$ cat src/sfc_defines.svh
// Purpose: Constants for the serial peripheral with fault and collision handling.
// Assumes: Included by bare name; definitions only.
// Notes: Bit positions refer to the control and flags registers.
`ifndef SFC_DEFINES_SVH
`define SFC_DEFINES_SVH
`define SFC_CTL_IRQ_EN 7
`define SFC_CTL_PIN_OE 6
`define SFC_CTL_IRQ_SRC 5
`define SFC_CTL_MASTER 4
`define SFC_CTL_IDLE_LVL 3
`define SFC_CTL_PHASE 2
`define SFC_CTL_RATE_HI 1
`define SFC_CTL_RATE_LO 0
`define SFC_FLG_DONE 7
`define SFC_FLG_WRITE_COLLISION_FLAG 6
`define SFC_FLG_MODE_FAULT_FLAG 4
`define SFC_CTL_RESET 8'h00
`define SFC_BITS_PER_BYTE 4'h8
`define SFC_LAST_EDGE 4'hf
`define SFC_HALF_DIV0 5'h00
`define SFC_HALF_DIV1 5'h01
`define SFC_HALF_DIV2 5'h07
`define SFC_HALF_DIV3 5'h0f
`endif

$ cat src/sfc_pkg.sv
// Purpose: Types shared by the serial peripheral files.
// Assumes: Nothing beyond the defines header.
// Notes: Types only.
package sfc_pkg;
  typedef enum logic [1:0] {SFC_IDLE, SFC_ACTIVE, SFC_DONE} sfc_state_t;
endpackage : sfc_pkg

$ cat src/sfc_core.sv
// Purpose: Serial peripheral core with slave and master modes, collision and mode fault.
// Assumes: Pins are asynchronous and pass two flip-flops; software strobes are mclk pulses.
// Notes: Slave serial clock must be slower than mclk/4 for reliable edge detection.
//
// Summary of operation
// - Slave mode uses master clock, ignores rate.
// - Slave: MOSI input, MISO output.
// - Written byte shifted out MSB first.
// - Slave transfer starts on master clock edges.
// - Byte end sets done; irq if enabled.
// - Received byte copied to read buffer.
// - Done cleared by flags access, data read.
// - Data writes ignored while done set, until a flags read.
// - Eight clock pulses, full duplex.
// - Idle level sets clock rest level.
// - Phase set: second edge captures.
// - Phase clear: first edge captures.
// - Phase clear: low select freezes data.
// - Phase set: first edge freezes data.
// - Write during transfer discarded.
// - Collision sets flag, no interrupt.
// - Select low in master: mode fault.
// - Fault cleared by flags read, control write.
// - Fault blocks setting enable and master.
// - Overrun keeps first byte, no indication.
// - Irq on either flag rising alone.
// - Master rate divides by 2,4,16,32.
// - Master transfer starts on data write.
`timescale 1ns/1ps
`include "sfc_defines.svh"
module sfc_core
  import sfc_pkg::*;
(
  input wire logic mclk,
  input wire logic rst,
  input wire logic ce,
  input wire logic [7:0] ctl_wdata,
  input wire logic ctl_we,
  input wire logic [7:0] data_wdata,
  input wire logic data_we,
  input wire logic data_re,
  input wire logic flags_re,
  output logic [7:0] serial_control_reg,
  output logic [7:0] serial_flags_reg,
  output logic [7:0] serial_data_reg,
  output logic irq,
  input wire logic sck_in,
  output logic sck_out,
  output logic sck_oe,
  input wire logic mosi_in,
  output logic mosi_out,
  output logic mosi_oe,
  input wire logic miso_in,
  output logic miso_out,
  output logic miso_oe,
  input wire logic ss_n
);
  // ****************************************
  // Pin synchronisers
  // ****************************************
  logic sck_s;
  logic mosi_s;
  logic miso_s;
  logic ss_n_s;
  sfc_sync u_sck (.mclk(mclk), .rst(rst), .ce(ce), .rst_val(1'b0), .d(sck_in), .q(sck_s));
  sfc_sync u_mosi (.mclk(mclk), .rst(rst), .ce(ce), .rst_val(1'b0), .d(mosi_in), .q(mosi_s));
  sfc_sync u_miso (.mclk(mclk), .rst(rst), .ce(ce), .rst_val(1'b0), .d(miso_in), .q(miso_s));
  sfc_sync u_ss (.mclk(mclk), .rst(rst), .ce(ce), .rst_val(1'b1), .d(ss_n), .q(ss_n_s));

  // ****************************************
  // State
  // ****************************************
  sfc_state_t st_r, st_nxt;
  logic [7:0] ctl_r, ctl_nxt;
  logic [7:0] shift_r, shift_nxt;
  logic [7:0] rxbuf_r, rxbuf_nxt;
  logic [3:0] edges_r, edges_nxt;
  logic [4:0] div_r, div_nxt;
  logic sck_prev_r, sck_prev_nxt;
  logic msck_r, msck_nxt;
  logic done_r, done_nxt;
  logic write_collision_flag_r, write_collision_flag_nxt;
  logic mode_fault_flag_r, mode_fault_flag_nxt;
  logic done_armed_r, done_armed_nxt;
  logic write_collision_flag_armed_r, write_collision_flag_armed_nxt;
  logic mode_fault_flag_armed_r, mode_fault_flag_armed_nxt;
  logic frozen_r, frozen_nxt;
  logic out_bit_r, out_bit_nxt;
  logic irq_r, irq_nxt;

  logic master;
  logic phase;
  logic idle_lvl;
  logic pin_oe;
  logic clk_now;
  logic edge_seen;
  logic lead_edge;
  logic capture;
  logic in_bit;
  logic [4:0] half_div;
  logic write_ok;
  logic fault;
  logic busy;
  logic finish;

  always_comb begin
    master = ctl_r[`SFC_CTL_MASTER];
    phase = ctl_r[`SFC_CTL_PHASE];
    idle_lvl = ctl_r[`SFC_CTL_IDLE_LVL];
    pin_oe = ctl_r[`SFC_CTL_PIN_OE];
    case (ctl_r[`SFC_CTL_RATE_HI:`SFC_CTL_RATE_LO])
      2'b00: half_div = `SFC_HALF_DIV0;
      2'b01: half_div = `SFC_HALF_DIV1;
      2'b10: half_div = `SFC_HALF_DIV2;
      default: half_div = `SFC_HALF_DIV3;
    endcase
    clk_now = master ? msck_r : sck_s;
    edge_seen = master ? (st_r == SFC_ACTIVE && div_r == half_div) : (clk_now != sck_prev_r);
    // odd edges lead, capture depends on phase
    lead_edge = (edges_r[0] == 1'b0);
    capture = phase ? !lead_edge : lead_edge;
    in_bit = master ? miso_s : mosi_s;
    busy = master ? (st_r == SFC_ACTIVE) : (!ss_n_s && (!phase || frozen_r));
    fault = master && !ss_n_s;
    write_ok = !done_r && !busy;
    finish = edge_seen && edges_r == `SFC_LAST_EDGE;
  end

  // ****************************************
  // Next-state logic
  // ****************************************
  always_comb begin
    st_nxt = st_r;
    ctl_nxt = ctl_r;
    shift_nxt = shift_r;
    rxbuf_nxt = rxbuf_r;
    edges_nxt = edges_r;
    div_nxt = div_r;
    sck_prev_nxt = sck_s;
    msck_nxt = msck_r;
    done_nxt = done_r;
    write_collision_flag_nxt = write_collision_flag_r;
    mode_fault_flag_nxt = mode_fault_flag_r;
    done_armed_nxt = done_armed_r;
    write_collision_flag_armed_nxt = write_collision_flag_armed_r;
    mode_fault_flag_armed_nxt = mode_fault_flag_armed_r;
    frozen_nxt = frozen_r;
    out_bit_nxt = out_bit_r;
    if (st_r == SFC_IDLE) begin
      msck_nxt = idle_lvl;
    end
    // clearing sequences arm on flags access
    if (flags_re) begin
      done_armed_nxt = done_r;
      write_collision_flag_armed_nxt = write_collision_flag_r;
      mode_fault_flag_armed_nxt = mode_fault_flag_r;
    end
    if (data_re && done_armed_r) begin
      done_nxt = 1'b0;
      done_armed_nxt = 1'b0;
    end
    if ((data_re || data_we) && write_collision_flag_armed_r) begin
      write_collision_flag_nxt = 1'b0;
      write_collision_flag_armed_nxt = 1'b0;
    end
    // flags read arms done and releases write lock before data read clears it
    if (data_we) begin
      if (write_ok || (done_armed_r && !busy)) begin
        shift_nxt = data_wdata;
        out_bit_nxt = data_wdata[7];
        if (master) begin
          st_nxt = SFC_ACTIVE;
          edges_nxt = 4'h0;
          div_nxt = 5'h00;
          msck_nxt = idle_lvl;
        end
      end else if (busy) begin
        write_collision_flag_nxt = 1'b1;
      end
    end
    if (ctl_we) begin
      ctl_nxt = ctl_wdata;
      if (mode_fault_flag_r && !mode_fault_flag_armed_r) begin
        ctl_nxt[`SFC_CTL_PIN_OE] = 1'b0;
        ctl_nxt[`SFC_CTL_MASTER] = 1'b0;
      end
      if (mode_fault_flag_armed_r) begin
        mode_fault_flag_nxt = 1'b0;
        mode_fault_flag_armed_nxt = 1'b0;
      end
    end
    if (!master && ss_n_s) begin
      frozen_nxt = 1'b0;
      edges_nxt = 4'h0;
      st_nxt = SFC_IDLE;
    end
    if (master && st_r == SFC_ACTIVE) begin
      div_nxt = (div_r == half_div) ? 5'h00 : div_r + 5'h01;
      if (div_r == half_div) begin
        msck_nxt = !msck_r;
      end
    end
    if (edge_seen && (master || !ss_n_s)) begin
      st_nxt = SFC_ACTIVE;
      frozen_nxt = 1'b1;
      edges_nxt = edges_r + 4'h1;
      if (capture) begin
        shift_nxt = {shift_r[6:0], in_bit};
      end else begin
        out_bit_nxt = shift_r[7];
      end
      if (finish) begin
        st_nxt = SFC_IDLE;
        edges_nxt = 4'h0;
        frozen_nxt = 1'b0;
        msck_nxt = idle_lvl;
        done_nxt = 1'b1;
        if (!done_r) begin
          rxbuf_nxt = capture ? {shift_r[6:0], in_bit} : shift_r;
        end
      end
    end
    // fault forces slave and disables pins
    if (fault) begin
      mode_fault_flag_nxt = 1'b1;
      ctl_nxt[`SFC_CTL_PIN_OE] = 1'b0;
      ctl_nxt[`SFC_CTL_MASTER] = 1'b0;
      st_nxt = SFC_IDLE;
      edges_nxt = 4'h0;
    end
    irq_nxt = ctl_r[`SFC_CTL_IRQ_EN] && ctl_r[`SFC_CTL_IRQ_SRC] &&
              ((done_nxt && !done_r && !mode_fault_flag_r) || (mode_fault_flag_nxt && !mode_fault_flag_r && !done_r));
  end

  // ****************************************
  // Registers
  // ****************************************
  always_ff @(posedge mclk) begin
    if (rst) begin
      st_r <= SFC_IDLE;
      ctl_r <= `SFC_CTL_RESET;
      shift_r <= 8'h00;
      rxbuf_r <= 8'h00;
      edges_r <= 4'h0;
      div_r <= 5'h00;
      sck_prev_r <= 1'b0;
      msck_r <= 1'b0;
      done_r <= 1'b0;
      write_collision_flag_r <= 1'b0;
      mode_fault_flag_r <= 1'b0;
      done_armed_r <= 1'b0;
      write_collision_flag_armed_r <= 1'b0;
      mode_fault_flag_armed_r <= 1'b0;
      frozen_r <= 1'b0;
      out_bit_r <= 1'b0;
      irq_r <= 1'b0;
    end else if (ce) begin
      st_r <= st_nxt;
      ctl_r <= ctl_nxt;
      shift_r <= shift_nxt;
      rxbuf_r <= rxbuf_nxt;
      edges_r <= edges_nxt;
      div_r <= div_nxt;
      sck_prev_r <= sck_prev_nxt;
      msck_r <= msck_nxt;
      done_r <= done_nxt;
      write_collision_flag_r <= write_collision_flag_nxt;
      mode_fault_flag_r <= mode_fault_flag_nxt;
      done_armed_r <= done_armed_nxt;
      write_collision_flag_armed_r <= write_collision_flag_armed_nxt;
      mode_fault_flag_armed_r <= mode_fault_flag_armed_nxt;
      frozen_r <= frozen_nxt;
      out_bit_r <= out_bit_nxt;
      irq_r <= irq_nxt;
    end
  end

  // ****************************************
  // Outputs
  // ****************************************
  always_comb begin
    serial_control_reg = ctl_r;
    serial_flags_reg = {done_r, write_collision_flag_r, 1'b0, mode_fault_flag_r, 4'h0};
    serial_data_reg = rxbuf_r;
    irq = irq_r;
    // master clock rests at idle level
    sck_out = master ? msck_r : idle_lvl;
    sck_oe = pin_oe && master;
    mosi_out = out_bit_r;
    mosi_oe = pin_oe && master;
    miso_out = out_bit_r;
    miso_oe = pin_oe && !master && !ss_n_s;
  end
endmodule : sfc_core

$ cat src/sfc_sync.sv
// Purpose: Two-stage synchroniser for one pin.
// Assumes: Single mclk domain.
// Notes: First stage feeds only the second.
`timescale 1ns/1ps
module sfc_sync (
  input wire logic mclk,
  input wire logic rst,
  input wire logic ce,
  input wire logic rst_val,
  input wire logic d,
  output logic q
);
  logic s1_r;
  logic s1_nxt;
  logic s2_nxt;
  always_comb begin
    s1_nxt = ce ? d : s1_r;
    s2_nxt = ce ? s1_r : q;
  end
  always_ff @(posedge mclk) begin
    if (rst) begin
      // Reset to the pin's idle level so no false edge or select follows reset.
      s1_r <= rst_val;
      q <= rst_val;
    end else begin
      s1_r <= s1_nxt;
      q <= s2_nxt;
    end
  end
endmodule : sfc_sync

$ cat config.mk
export PLATFORM = sky130hd
export DESIGN_NAME = sfc_core
export DESIGN_NICKNAME = d
export VERILOG_FILES = /design/src/sfc_pkg.sv /design/src/sfc_core.sv /design/src/sfc_sync.sv
export VERILOG_INCLUDE_DIRS = /design/src
export SDC_FILE = /design/constraint.sdc
export NUM_CORES = 1
export LEC_CHECK = 0
export BUFFER_PORTS_ARGS = -buffer_cell sky130_fd_sc_hd__buf_2
export CAP_MARGIN = 20
export CORE_ASPECT_RATIO = 0.75
export CORE_MARGIN = 1.5
export CORE_UTILIZATION = 54
export CTS_CLUSTER_SIZE = 30
export DETAILED_ROUTE_END_ITERATION = 7
export PLACE_DENSITY = 0.84
export SYNTH_ARGS = -nofsm -noshare
export SYNTH_HDL_FRONTEND = slang
export SYNTH_SLANG_ARGS = --single-unit
$ cat constraint.sdc
create_clock -name mclk -period 2.2 [get_ports mclk]
set_clock_uncertainty 0.1 [all_clocks]
set_input_delay 0.11 -clock mclk [delete_from_list [all_inputs] [get_ports mclk]]
set_output_delay 0.11 -clock mclk [all_outputs]
set_load 0.02 [all_outputs]
==> summary.md, run 1 <==
| Metric | Value |
|---|---|
| Status | `finished, violations left` |
| Failing checks | `DRC` |
| Worst r2r src | `serial_control_reg[0]` |
| Reg2reg setup slack | `0.14 ns` |
| Multi-input gate area | `1494 um^2` |
| Reg2Reg Depth | `6` |
| Static Leak | `0.001358 uW` |
| Ys async rst share | `0%` |
| Synth Flop Type | `dfxtp_1` |
| PortBufs | `52` |
| Detailed Route Iter0 Violations | `281` |
| Ant diodes | `0` |
| Fin Hold WS | `0.005032 ns` |
| Top-Level Pins | `58` |
| Initial antenna violation count | `0` |
| Crit start category | `flop` |
| Vias in the first global route | `2,415` |
| Final Hold Viols | `0` |
| Worst vdd ir | `0.0003622 V` |
| Synth area leader | `dfxtp_1` |
| MaxCap Viol Count | `0` |
| Slew margin rel. | `56.08%` |
| Synth Register Bits | `53` |
| WHS Path Cells | `3` |
| Core area | `4900 um^2` |
| Final nets | `428` |
| Layout cells sized above 1 | `22.00%` |
| Crit path max fanout | `6` |
| Top-count cell post-synth | `dfxtp_1` |
| Hpwl dp | `4902 um` |
| Final setup violating endpoints | `0` |
| Fmax | `484.5 MHz` |
| CTS HTree Levels | `2` |
| Setup TNS | `0 ns` |
| Final ANT Viol Nets | `0` |
| Core Rows | `22` |
| Largest cells by area after synthesis | `dfxtp_1, a21oi_1, nand2_1` |
| CTS Sinks | `53` |
| Drt drc | `6` |
| Inserted Clock Buffers | `5` |
| Fin crit period | `2.064 ns` |
| Post-synthesis cell area | `2739 um^2` |
| Register Area | `1064 um^2` |
| RSZ-0062 raised after global routing | `false` |
| Synth top cells by count | `dfxtp_1, nand2_1, nor2_1` |
| Syn_area_per_cell | `8.151 um^2` |
| WP data arrival | `2.20 ns` |
| Overall Power | `1982 uW` |
| Reg-to-Reg End | `serial_data_reg[0]` |
| Power Density | `600.3 nW/um^2` |
| Fillers | `412` |
| Total number of vias | `2,789` |
| Starting Density | `55.90%` |
| Global-route wire length before repair | `11,540 um` |
| Final instance area | `3302 um^2` |
| Syn. warnings | `0` |
| Synthesized instance count | `336` |
| Routed wire length | `6989 um` |
| WL/cell | `15.19 um` |
| Largest net degree at the start of global routing | `25` |
| Slew Limit Fails | `0` |
| Area of placed instances | `3045 um^2` |
| Worst-margin pin slew | `0.6557 ns` |
| DR pass1 iterations | `7` |
| Count of cell types in the netlist | `54` |
| Final Cycle Share | `93.83%` |
| Hold Path Sink | `shift_r[3]` |
| Total Routing Usage GR | `26.17%` |
| Critical path capture point type | `flop` |
| Clock latency reported for the late side of the worst-skew pair | `0.30 ns` |
| Critical Path RT | `2.33 ns` |
| TritonCTS clock tree | `built` |
| Longest Clk Path Bufs | `2` |
| HP Start | `data_wdata[3]` |
| Overflow after GRT | `0` |
| CTS root buf | `clkbuf_8` |
| Routability cong. | `0.8695` |
| Top cell type's share of synthesized area | `38.74%` |
| Die height | `64.68 um` |
| Via/cell ratio | `6.063` |
| Post-synthesis sequential area ratio | `38.74%` |
| Die width | `85.24 um` |
| Area delta synth->final | `20.56%` |
| Post-synth EDFFs | `0` |
| Die footprint | `5513 um^2` |
| Worst-path clk slew | `0.09 ns` |
| Hold crit path type | `input pin to flop` |
| CP Class | `flop to flop` |
-- worst max-delay path, cell delays in order, from the launching register on --
cell and delay, ns:
dfxtp_2 0.39, nor2_1 0.07, a221o_1 0.34, nor3_4 0.29, a21oi_2 0.13, or4_1 0.52, a21oi_1 0.16
-- cell families (layout without fill, tap and decap cells) --
| kind of cell | after synthesis | count (layout) | share of synthesized area (%) |
|---|---|---|---|
| flip-flops | 53 | 53 | 38.74 |
| adder cells (fa/ha/maj) | 2 | 2 | 0.9135 |
| XOR/XNOR | 8 | 8 | 2.558 |
| AND/OR/NAND/NOR | 129 | 129 | 23.44 |
| AO/OA/AOI/OAI | 91 | 91 | 21.88 |
| buffers and inverters | 39 | 99 | 7.492 |
| other | 1 | 5 | 0.1369 |
| multiplexers | 13 | 13 | 4.842 |
-- per-stage QoR --
stage / cells / setup slack (ns) / util [%]
finish: 460 / 0.1358 / 67.39
global route: 460 / 0.004619 / 67.39
CTS: 458 / 0.09753 / 66.78
detailed placement: 439 / 0.1187 / 62.16
global placement: 439 / 0.2058 / 62.16
floorplan: 340 / 0.1444 / -
-- area by class of cell --
| type | count | area share, % |
|---|---|---|
| repair buffers | 82 | 15.73 |
| flip-flops and latches | 53 | 32.21 |
| clock buffers | 7 | 2.615 |
| well taps | 60 | 2.274 |
| clock inverters | 1 | 0.9094 |
| multi-input cells | 248 | 45.24 |
| inverters | 9 | 1.023 |
-- how the worst max path moves through the flow --
| stage | startpoint | to | slack [ns] | cells past startpoint |
|---|---|---|---|---|
| 2_1_floorplan | serial_control_reg[0] | serial_data_reg[0] | 0.14 | 6 |
| 3_3_place_gp | serial_control_reg[0] | serial_data_reg[0] | 0.21 | 6 |
| 3_5_place_dp | serial_control_reg[1] | shift_r[5] | 0.12 | 7 |
| 4_1_cts | serial_control_reg[1] | shift_r[5] | 0.1 | 7 |
| 5_1_grt | serial_control_reg[1] | serial_data_reg[4] | 0.005 | 6 |
| 6_report | serial_control_reg[0] | serial_data_reg[0] | 0.14 | 6 |
-- per-layer routing --
| metal | vias up | wire (um) | track usage [%] |
|---|---|---|---|
| met2 | 120 | 3096 | 39.98 |
| met1 | 1308 | 3330 | 38.10 |
| met4 | 0 | 72 | 7.172 |
| li1 | 1348 | - | - |
| met5 | - | 0 | 0 |
| met3 | 13 | 490 | 4.331 |
-- power breakdown --
group	leakage (uW)	total, uW	internal [uW]	switching [uW]
Clock	0.0000585	670	371	299
Combinational	0.000868	288	118	170
Sequential	0.000432	1020	991	33.0
-- cells in the final DEF (no fill, tap or decap), types with 5 or more instances in the layout --
cell type,synthesis,final
nor2_1,31,31
a211oi_1,9,9
nand2b_1,10,10
buf_2,2,52
clkbuf_8,0,6
a31oi_1,11,11
buf_4,11,17
conb_1,1,5
inv_1,8,8
dlygate4sd3_1,0,12
a22oi_1,5,5
nand2_1,37,37
dfxtp_1,53,51
nor4_1,15,14
a21oi_1,29,29
o21ai_0,11,11
a311oi_1,7,7
nand3_1,15,15
mux2i_1,11,11
-- what timing repair did --
item                       in CTS  in global routing
setup buffers                   0                  1
hold endpoints to repair       11                  1
hold buffers                   11                  1
resized for setup               0                  4
setup endpoints to repair       0                 17
(Power assumes the default switching activity.)
==> run 2: changes to the inputs <==
ABC_AREA = 1   (was unset)
==> run 2 against run 1 <==
The flow still finishes with violations (DRC). Global-route usage up 0.11 points. Die area increased by 0.53%. Area after synthesis up 0.55%. Sequential power about the same. Non-clock buffer count shrank 12. Combinational power grew 20%. Maximum frequency increased by 5.0%. Highest routed layer unchanged.
==> summary.md, run 2 <==
| Metric | Value |
|---|---|
| Multi-input gate area | `1414 um^2` |
| CTS HTree Levels | `2` |
| MaxCap Viol Count | `0` |
| Post-synth EDFFs | `0` |
| Syn_area_per_cell | `6.833 um^2` |
| Worst r2r src | `serial_control_reg[4]` |
| CP Class | `flop to flop` |
| Crit path max fanout | `12` |
| Launch point of the worst path | `serial_control_reg[4]` |
| Worst vdd ir | `0.0003309 V` |
| Synth Register Bits | `53` |
| Area of placed instances | `3012 um^2` |
| CP delay by family, top | `simple AND/OR/NAND/NOR gates` |
| Final Hold Viols | `0` |
| Worst-margin pin slew | `0.5150 ns` |
| Via/cell ratio | `5.411` |
| Crit-path slowest cell | `dfxtp_1` |
| TritonCTS clock tree | `built` |
| Most frequent cells in the layout | `nand2_1, nor2_1, o21ai_0, dfxtp_1, buf_2` |
| Longest Clk Path Bufs | `2` |
| Layout cells sized above 1 | `19.74%` |
| Slew Limit Fails | `0` |
| Hpwl dp | `5016 um` |
| Total Routing Usage GR | `26.28%` |
| Post-Layout Cell Count | `521` |
| Final instance area | `3233 um^2` |
| Overflow after GRT | `0` |
| Setup TNS | `0 ns` |
| CTS root buf | `clkbuf_8` |
| Status | `finished, violations left` |
| Fillers | `434` |
| Inserted Clock Buffers | `5` |
| Top cell type's share of synthesized area | `38.53%` |
| Synth Flop Type | `dfxtp_1` |
| Crit path cell chain | `nand2_1 -> inv_1 -> nand3_2 -> nand2_4 -> nand2_2 -> nor2_1 -> nand3_1 -> a21oi_1` |
| Syn. warnings | `0` |
| WL/cell | `13.43 um` |
| Slew margin rel. | `65.63%` |
| Die height | `64.85 um` |
| Critical Path RT | `2.34 ns` |
| Static Leak | `0.001473 uW` |
| Post-CTS setup buffer count | `0` |
| Ant diodes | `0` |
| CTS Sinks | `53` |
| Clock latency reported for the late side of the worst-skew pair | `0.32 ns` |
| Register Area | `1061 um^2` |
| Final setup violating endpoints | `0` |
| Routability cong. | `0.9261` |
| Worst Path Buf+Inv | `1` |
| Ys async rst share | `0%` |
| Die footprint | `5542 um^2` |
| Worst-path clk slew | `0.10 ns` |
| Post-synthesis sequential area ratio | `38.53%` |
| Drt drc | `4` |
| Final Cycle Share | `89.36%` |
| Global-route wire length before repair | `11,610 um` |
| Largest net degree at the start of global routing | `22` |
| Starting Density | `56.21%` |
| Top-count cell post-synth | `nand2_1` |
| Fmax | `508.7 MHz` |
| Post-CTS Resized | `0` |
| Die width | `85.46 um` |
| Routed wire length | `6997 um` |
| Largest cells by area after synthesis | `dfxtp_1, o21ai_0, nand2_1` |
| Core area | `4900 um^2` |
| Post-synthesis cell area | `2754 um^2` |
| Detailed Route Iter0 Violations | `215` |
| Synthesized instance count | `403` |
| DR pass1 iterations | `7` |
| Core Rows | `22` |
| Crit start category | `flop` |
| CTS Hold Bufs | `12` |
| Count of cell types in the netlist | `34` |
| Top-Level Pins | `58` |
| Power Density | `617.3 nW/um^2` |
| Final ANT Viol Nets | `0` |
| Max stage delay on crit path | `0.57 ns` |
| WP data arrival | `2.11 ns` |
| PortBufs | `52` |
| Fin crit period | `1.966 ns` |
| Most common cell after layout, fill and taps aside | `nand2_1` |
| Synth top cells by count | `nand2_1, nor2_1, o21ai_0` |
| Final nets | `489` |
| Critical path capture point type | `flop` |
| Total number of vias | `2,819` |
| Post-Place Cells | `501` |
| Hold crit path type | `input pin to flop` |
| HP Start | `ctl_wdata[2]` |
| Synth area leader | `dfxtp_1` |
| Failing checks | `DRC` |
| Vias in the first global route | `2,564` |
| RSZ-0062 raised after global routing | `false` |
| Initial antenna violation count | `0` |
| Area delta synth->final | `17.40%` |
==> run 2: logic make-up after synthesis <==
family	after synthesis	synth area share (%)
AND/OR/NAND/NOR	171	28.40
AO/OA/AOI/OAI	107	20.08
buffers and inverters	65	10.68
flip-flops	53	38.53
XOR/XNOR	4	1.272
adder cells (fa/ha/maj)	2	0.9085
other	1	0.1362
==> run 2: worst reg2reg max path, delay by kind of cell (launching register included) <==
kind / cells / cell delay [ns]
flops: 1 / 0.57
buf+inv: 1 / 0.15
simple gates: 6 / 0.97
compound gates: 1 / 0.12
==> run 2: final timing paths <==
kind	end	slack, ns	cells after the start
setup / recovery	edges_r[0]	0.23	8
hold / removal	serial_control_reg[2]	0.02	3
setup reg to reg	edges_r[0]	0.23	8
hold reg to reg	u_ss.s1_r	0.37	2
==> run 2: area by class of cell <==
type	count	area share, %
Inverter	41	4.837
Tap cell	60	2.322
Multi-Input combinational cell	289	43.73
Clock inverter	1	0.1548
Timing Repair Buffer	70	13.16
Clock buffer	7	2.980
Sequential cell	53	32.82
==> run 2: per-stage QoR <==
step / hold WS (ns) / util, % / setup WS (ns) / total power, uW
final: 0.02103 / 65.99 / 0.2340 / 1996
after global routing: 0.02538 / 65.99 / 0.03164 / 2092
after CTS: 0.01798 / 65.99 / 0.2705 / 1999
after detailed placement: 0.2315 / 61.47 / 0.2902 / 1386
after global placement: 0.2265 / 61.47 / 0.3676 / 1376
after floorplan: 0.07907 / - / 0.4320 / 1297
==> run 2: power breakdown <==
group | internal, uW | switching [uW] | leakage, uW
clock | 285 | 323 | 0.0000542
combinational | 120 | 226 | 0.000985
sequential | 1000 | 38.2 | 0.000434
total | 1410 | 587 | 0.00147
==> run 2: routing by layer <==
metal	wire [um]	vias up	track usage [%]	share of wire, %
li1	-	1423	-	-
met1	3442	1278	37.07	49
met2	3028	105	41.44	43
met3	414	13	4.204	5.9
met4	112	0	7.863	1.6
met5	0	-	0	0
==> run 3: changes to the inputs <==
ABC_AREA = unset   (was 1)
clock period = 2 ns   (was 2.2 ns; I/O delays follow)
==> run 3 against run 2 <==
The run still ends with DRC left. Power increased by 4.8%. Combinational power increased by 7.5%. Utilization increased by 6.6 points. Routed wire length increased by 13%. Global-route usage increased by 0.37 points. Register-to-register slack got worse by 0.22 ns. Clock-buffer cell count unchanged. Final cell count decreased by 8.8%. Critical path depth decreased by 1. Sequential share of layout area decreased by 2.6 points. Critical endpoint is now shift_r[4]. Largest power group unchanged.
==> summary.md, run 3 (synthesized netlist as in run 1, its figures left out) <==
| Metric | Value |
|---|---|
| Status | `finished, violations left` |
| Failing checks | `DRC` |
| Ant diodes | `0` |
| Drt drc | `7` |
| Fillers | `352` |
| Post-Layout Cell Count | `475` |
| Final ANT Viol Nets | `0` |
| Via/cell ratio | `6.145` |
| Inserted Clock Buffers | `5` |
| Area delta synth->final | `29.92%` |
| Most common cell after layout, fill and taps aside | `buf_2` |
| Fin worst setup slack | `0.01493 ns` |
| Clk pwr share | `28.5%` |
| Total Routing Usage GR | `26.65%` |
| Sw Share | `28.66%` |
| Busiest grt layer | `met2` |
| Slew Limit Fails | `0` |
| Crit path max fanout | `6` |
| Final core utilization | `72.63%` |
| Hpwl dp | `5046 um` |
| WP data arrival | `2.10 ns` |
| Critical Path RT | `2.12 ns` |
| Static Leak | `0.001444 uW` |
| Worst-path clk slew | `0.10 ns` |
| Routing usage on met3 | `4.841%` |
| Layout cells sized above 1 | `30.36%` |
| Register share of total power | `53.7%` |
| Detailed Route Iter0 Violations | `376` |
| Most frequent cells in the layout | `buf_2, dfxtp_1, nand2_1, nor2_1, a21oi_1` |
| Clock latency reported for the late side of the worst-skew pair | `0.31 ns` |
| Combinational power share | `17.8%` |
| Final nets | `443` |
| CTS HTree Levels | `2` |
| Overflow after GRT | `0` |
| Routability cong. | `0.8697` |
| Total net switching power | `599.8 uW` |
| Fmax | `503.8 MHz` |
| Met1 GRT Util | `38.95%` |
| Final instance area | `3558 um^2` |
| Starting Density | `55.90%` |
| Top-Level Pins | `58` |
| CP Class | `flop to flop` |
| Final setup violating endpoints | `0` |
| Hold crit path type | `input pin to flop` |
| Total number of vias | `2,919` |
| Die height | `64.68 um` |
| CTS root buf | `clkbuf_8` |
| Core Rows | `22` |
| PortBufs | `52` |
| Fin crit period | `1.985 ns` |
| Slew margin rel. | `62.57%` |
| CTS Sinks | `53` |
| Final Cycle Share | `99.25%` |
| Power Density | `588.0 nW/um^2` |
| Die width | `85.24 um` |
| Die footprint | `5513 um^2` |
| MaxCap Viol Count | `0` |
| Int Power | `1493 uW` |
| Worst-margin pin slew | `0.5594 ns` |
| Critical path capture point type | `flop` |
| Vias in the first global route | `2,492` |
| WL/cell | `16.62 um` |
| Worst vdd ir | `0.0003704 V` |
| RSZ-0062 raised after global routing | `true` |
| Pre-CTS WS | `-0.001259 ns` |
| Initial antenna violation count | `0` |
| Area of placed instances | `3117 um^2` |
| Core area | `4900 um^2` |
| Largest net degree at the start of global routing | `19` |
| Crit start category | `flop` |
| Longest Clk Path Bufs | `2` |
| Post-Place Cells | `448` |
| DR pass1 iterations | `7` |
| Final Hold Viols | `0` |
| M2 GR Usage | `41.27%` |
| TritonCTS clock tree | `built` |
| Global-route wire length before repair | `11,920 um` |
| Routed wire length | `7893 um` |
## run 3: path summary, 6_finish.rpt
kind | from | to | slack (ns) | cells after the start
min reg2reg | serial_control_reg[5] | serial_control_reg[5] | 0.39 | 2
max reg2reg | div_r[1] | shift_r[4] | 0.01 | 7
min | data_wdata[5] | shift_r[5] | 0.02 | 3
max | div_r[1] | shift_r[4] | 0.01 | 7
## run 3: cell type report
| class | count | area, um^2 | area share, % |
|---|---|---|---|
| Multi-Input combinational cell | 248 | 1637 | 45.99 |
| Inverter | 9 | 33.78 | 0.9494 |
| Sequential cell | 53 | 1074 | 30.17 |
| Tap cell | 60 | 75.07 | 2.110 |
| Timing Repair Buffer | 97 | 655.6 | 18.42 |
| Clock inverter | 1 | 7.507 | 0.2110 |
| Clock buffer | 7 | 76.32 | 2.145 |
## run 3: critical path, cell delays in order (launching register included)
cell and delay [ns]:
dfxtp_2 0.36, nor2_1 0.11, a2bb2oi_1 0.28, and2b_1 0.33
a21o_4 0.23, buf_6 0.13, a21oi_1 0.06, nor4_1 0.28
## run 3: metrics by stage
| step | TNS, ns | total power, uW | hold slack, ns |
|---|---|---|---|
| floorplan | 0 | 1348 | 0.1284 |
| global placement | 0 | 1438 | 0.2247 |
| detailed placement | -0.001769 | 1447 | 0.2429 |
| CTS | -0.004852 | 2045 | 0.009737 |
| global route | -0.4213 | 2181 | 0.03209 |
| finish | 0 | 2092 | 0.02344 |
## run 3: power by group through the flow
| stage | registers (uW) | logic (uW) | clock network, uW |
|---|---|---|---|
| after global placement | 1150 | 293 | 0 |
| after global routing | 1130 | 400 | 652 |
| after CTS | 1120 | 322 | 601 |
| final | 1120 | 372 | 597 |
| after floorplan | 1150 | 197 | 0 |
| after detailed placement | 1150 | 300 | 0 |
## run 3: routing by layer
layer	up-vias	part of all wire, %
li1	1366	-
met1	1349	43
met2	184	45
met3	20	10
met4	0	1.9
met5	-	0
## run 3: timing repair
action | CTS | global route
pin swaps | 0 | 21
endpoints found under the setup margin | 3 | 21
hold buffers | 12 | 0
cloned | 0 | 2
setup buffers | 0 | 5
resized for setup | 2 | 37
endpoints found under the hold margin | 12 | 0
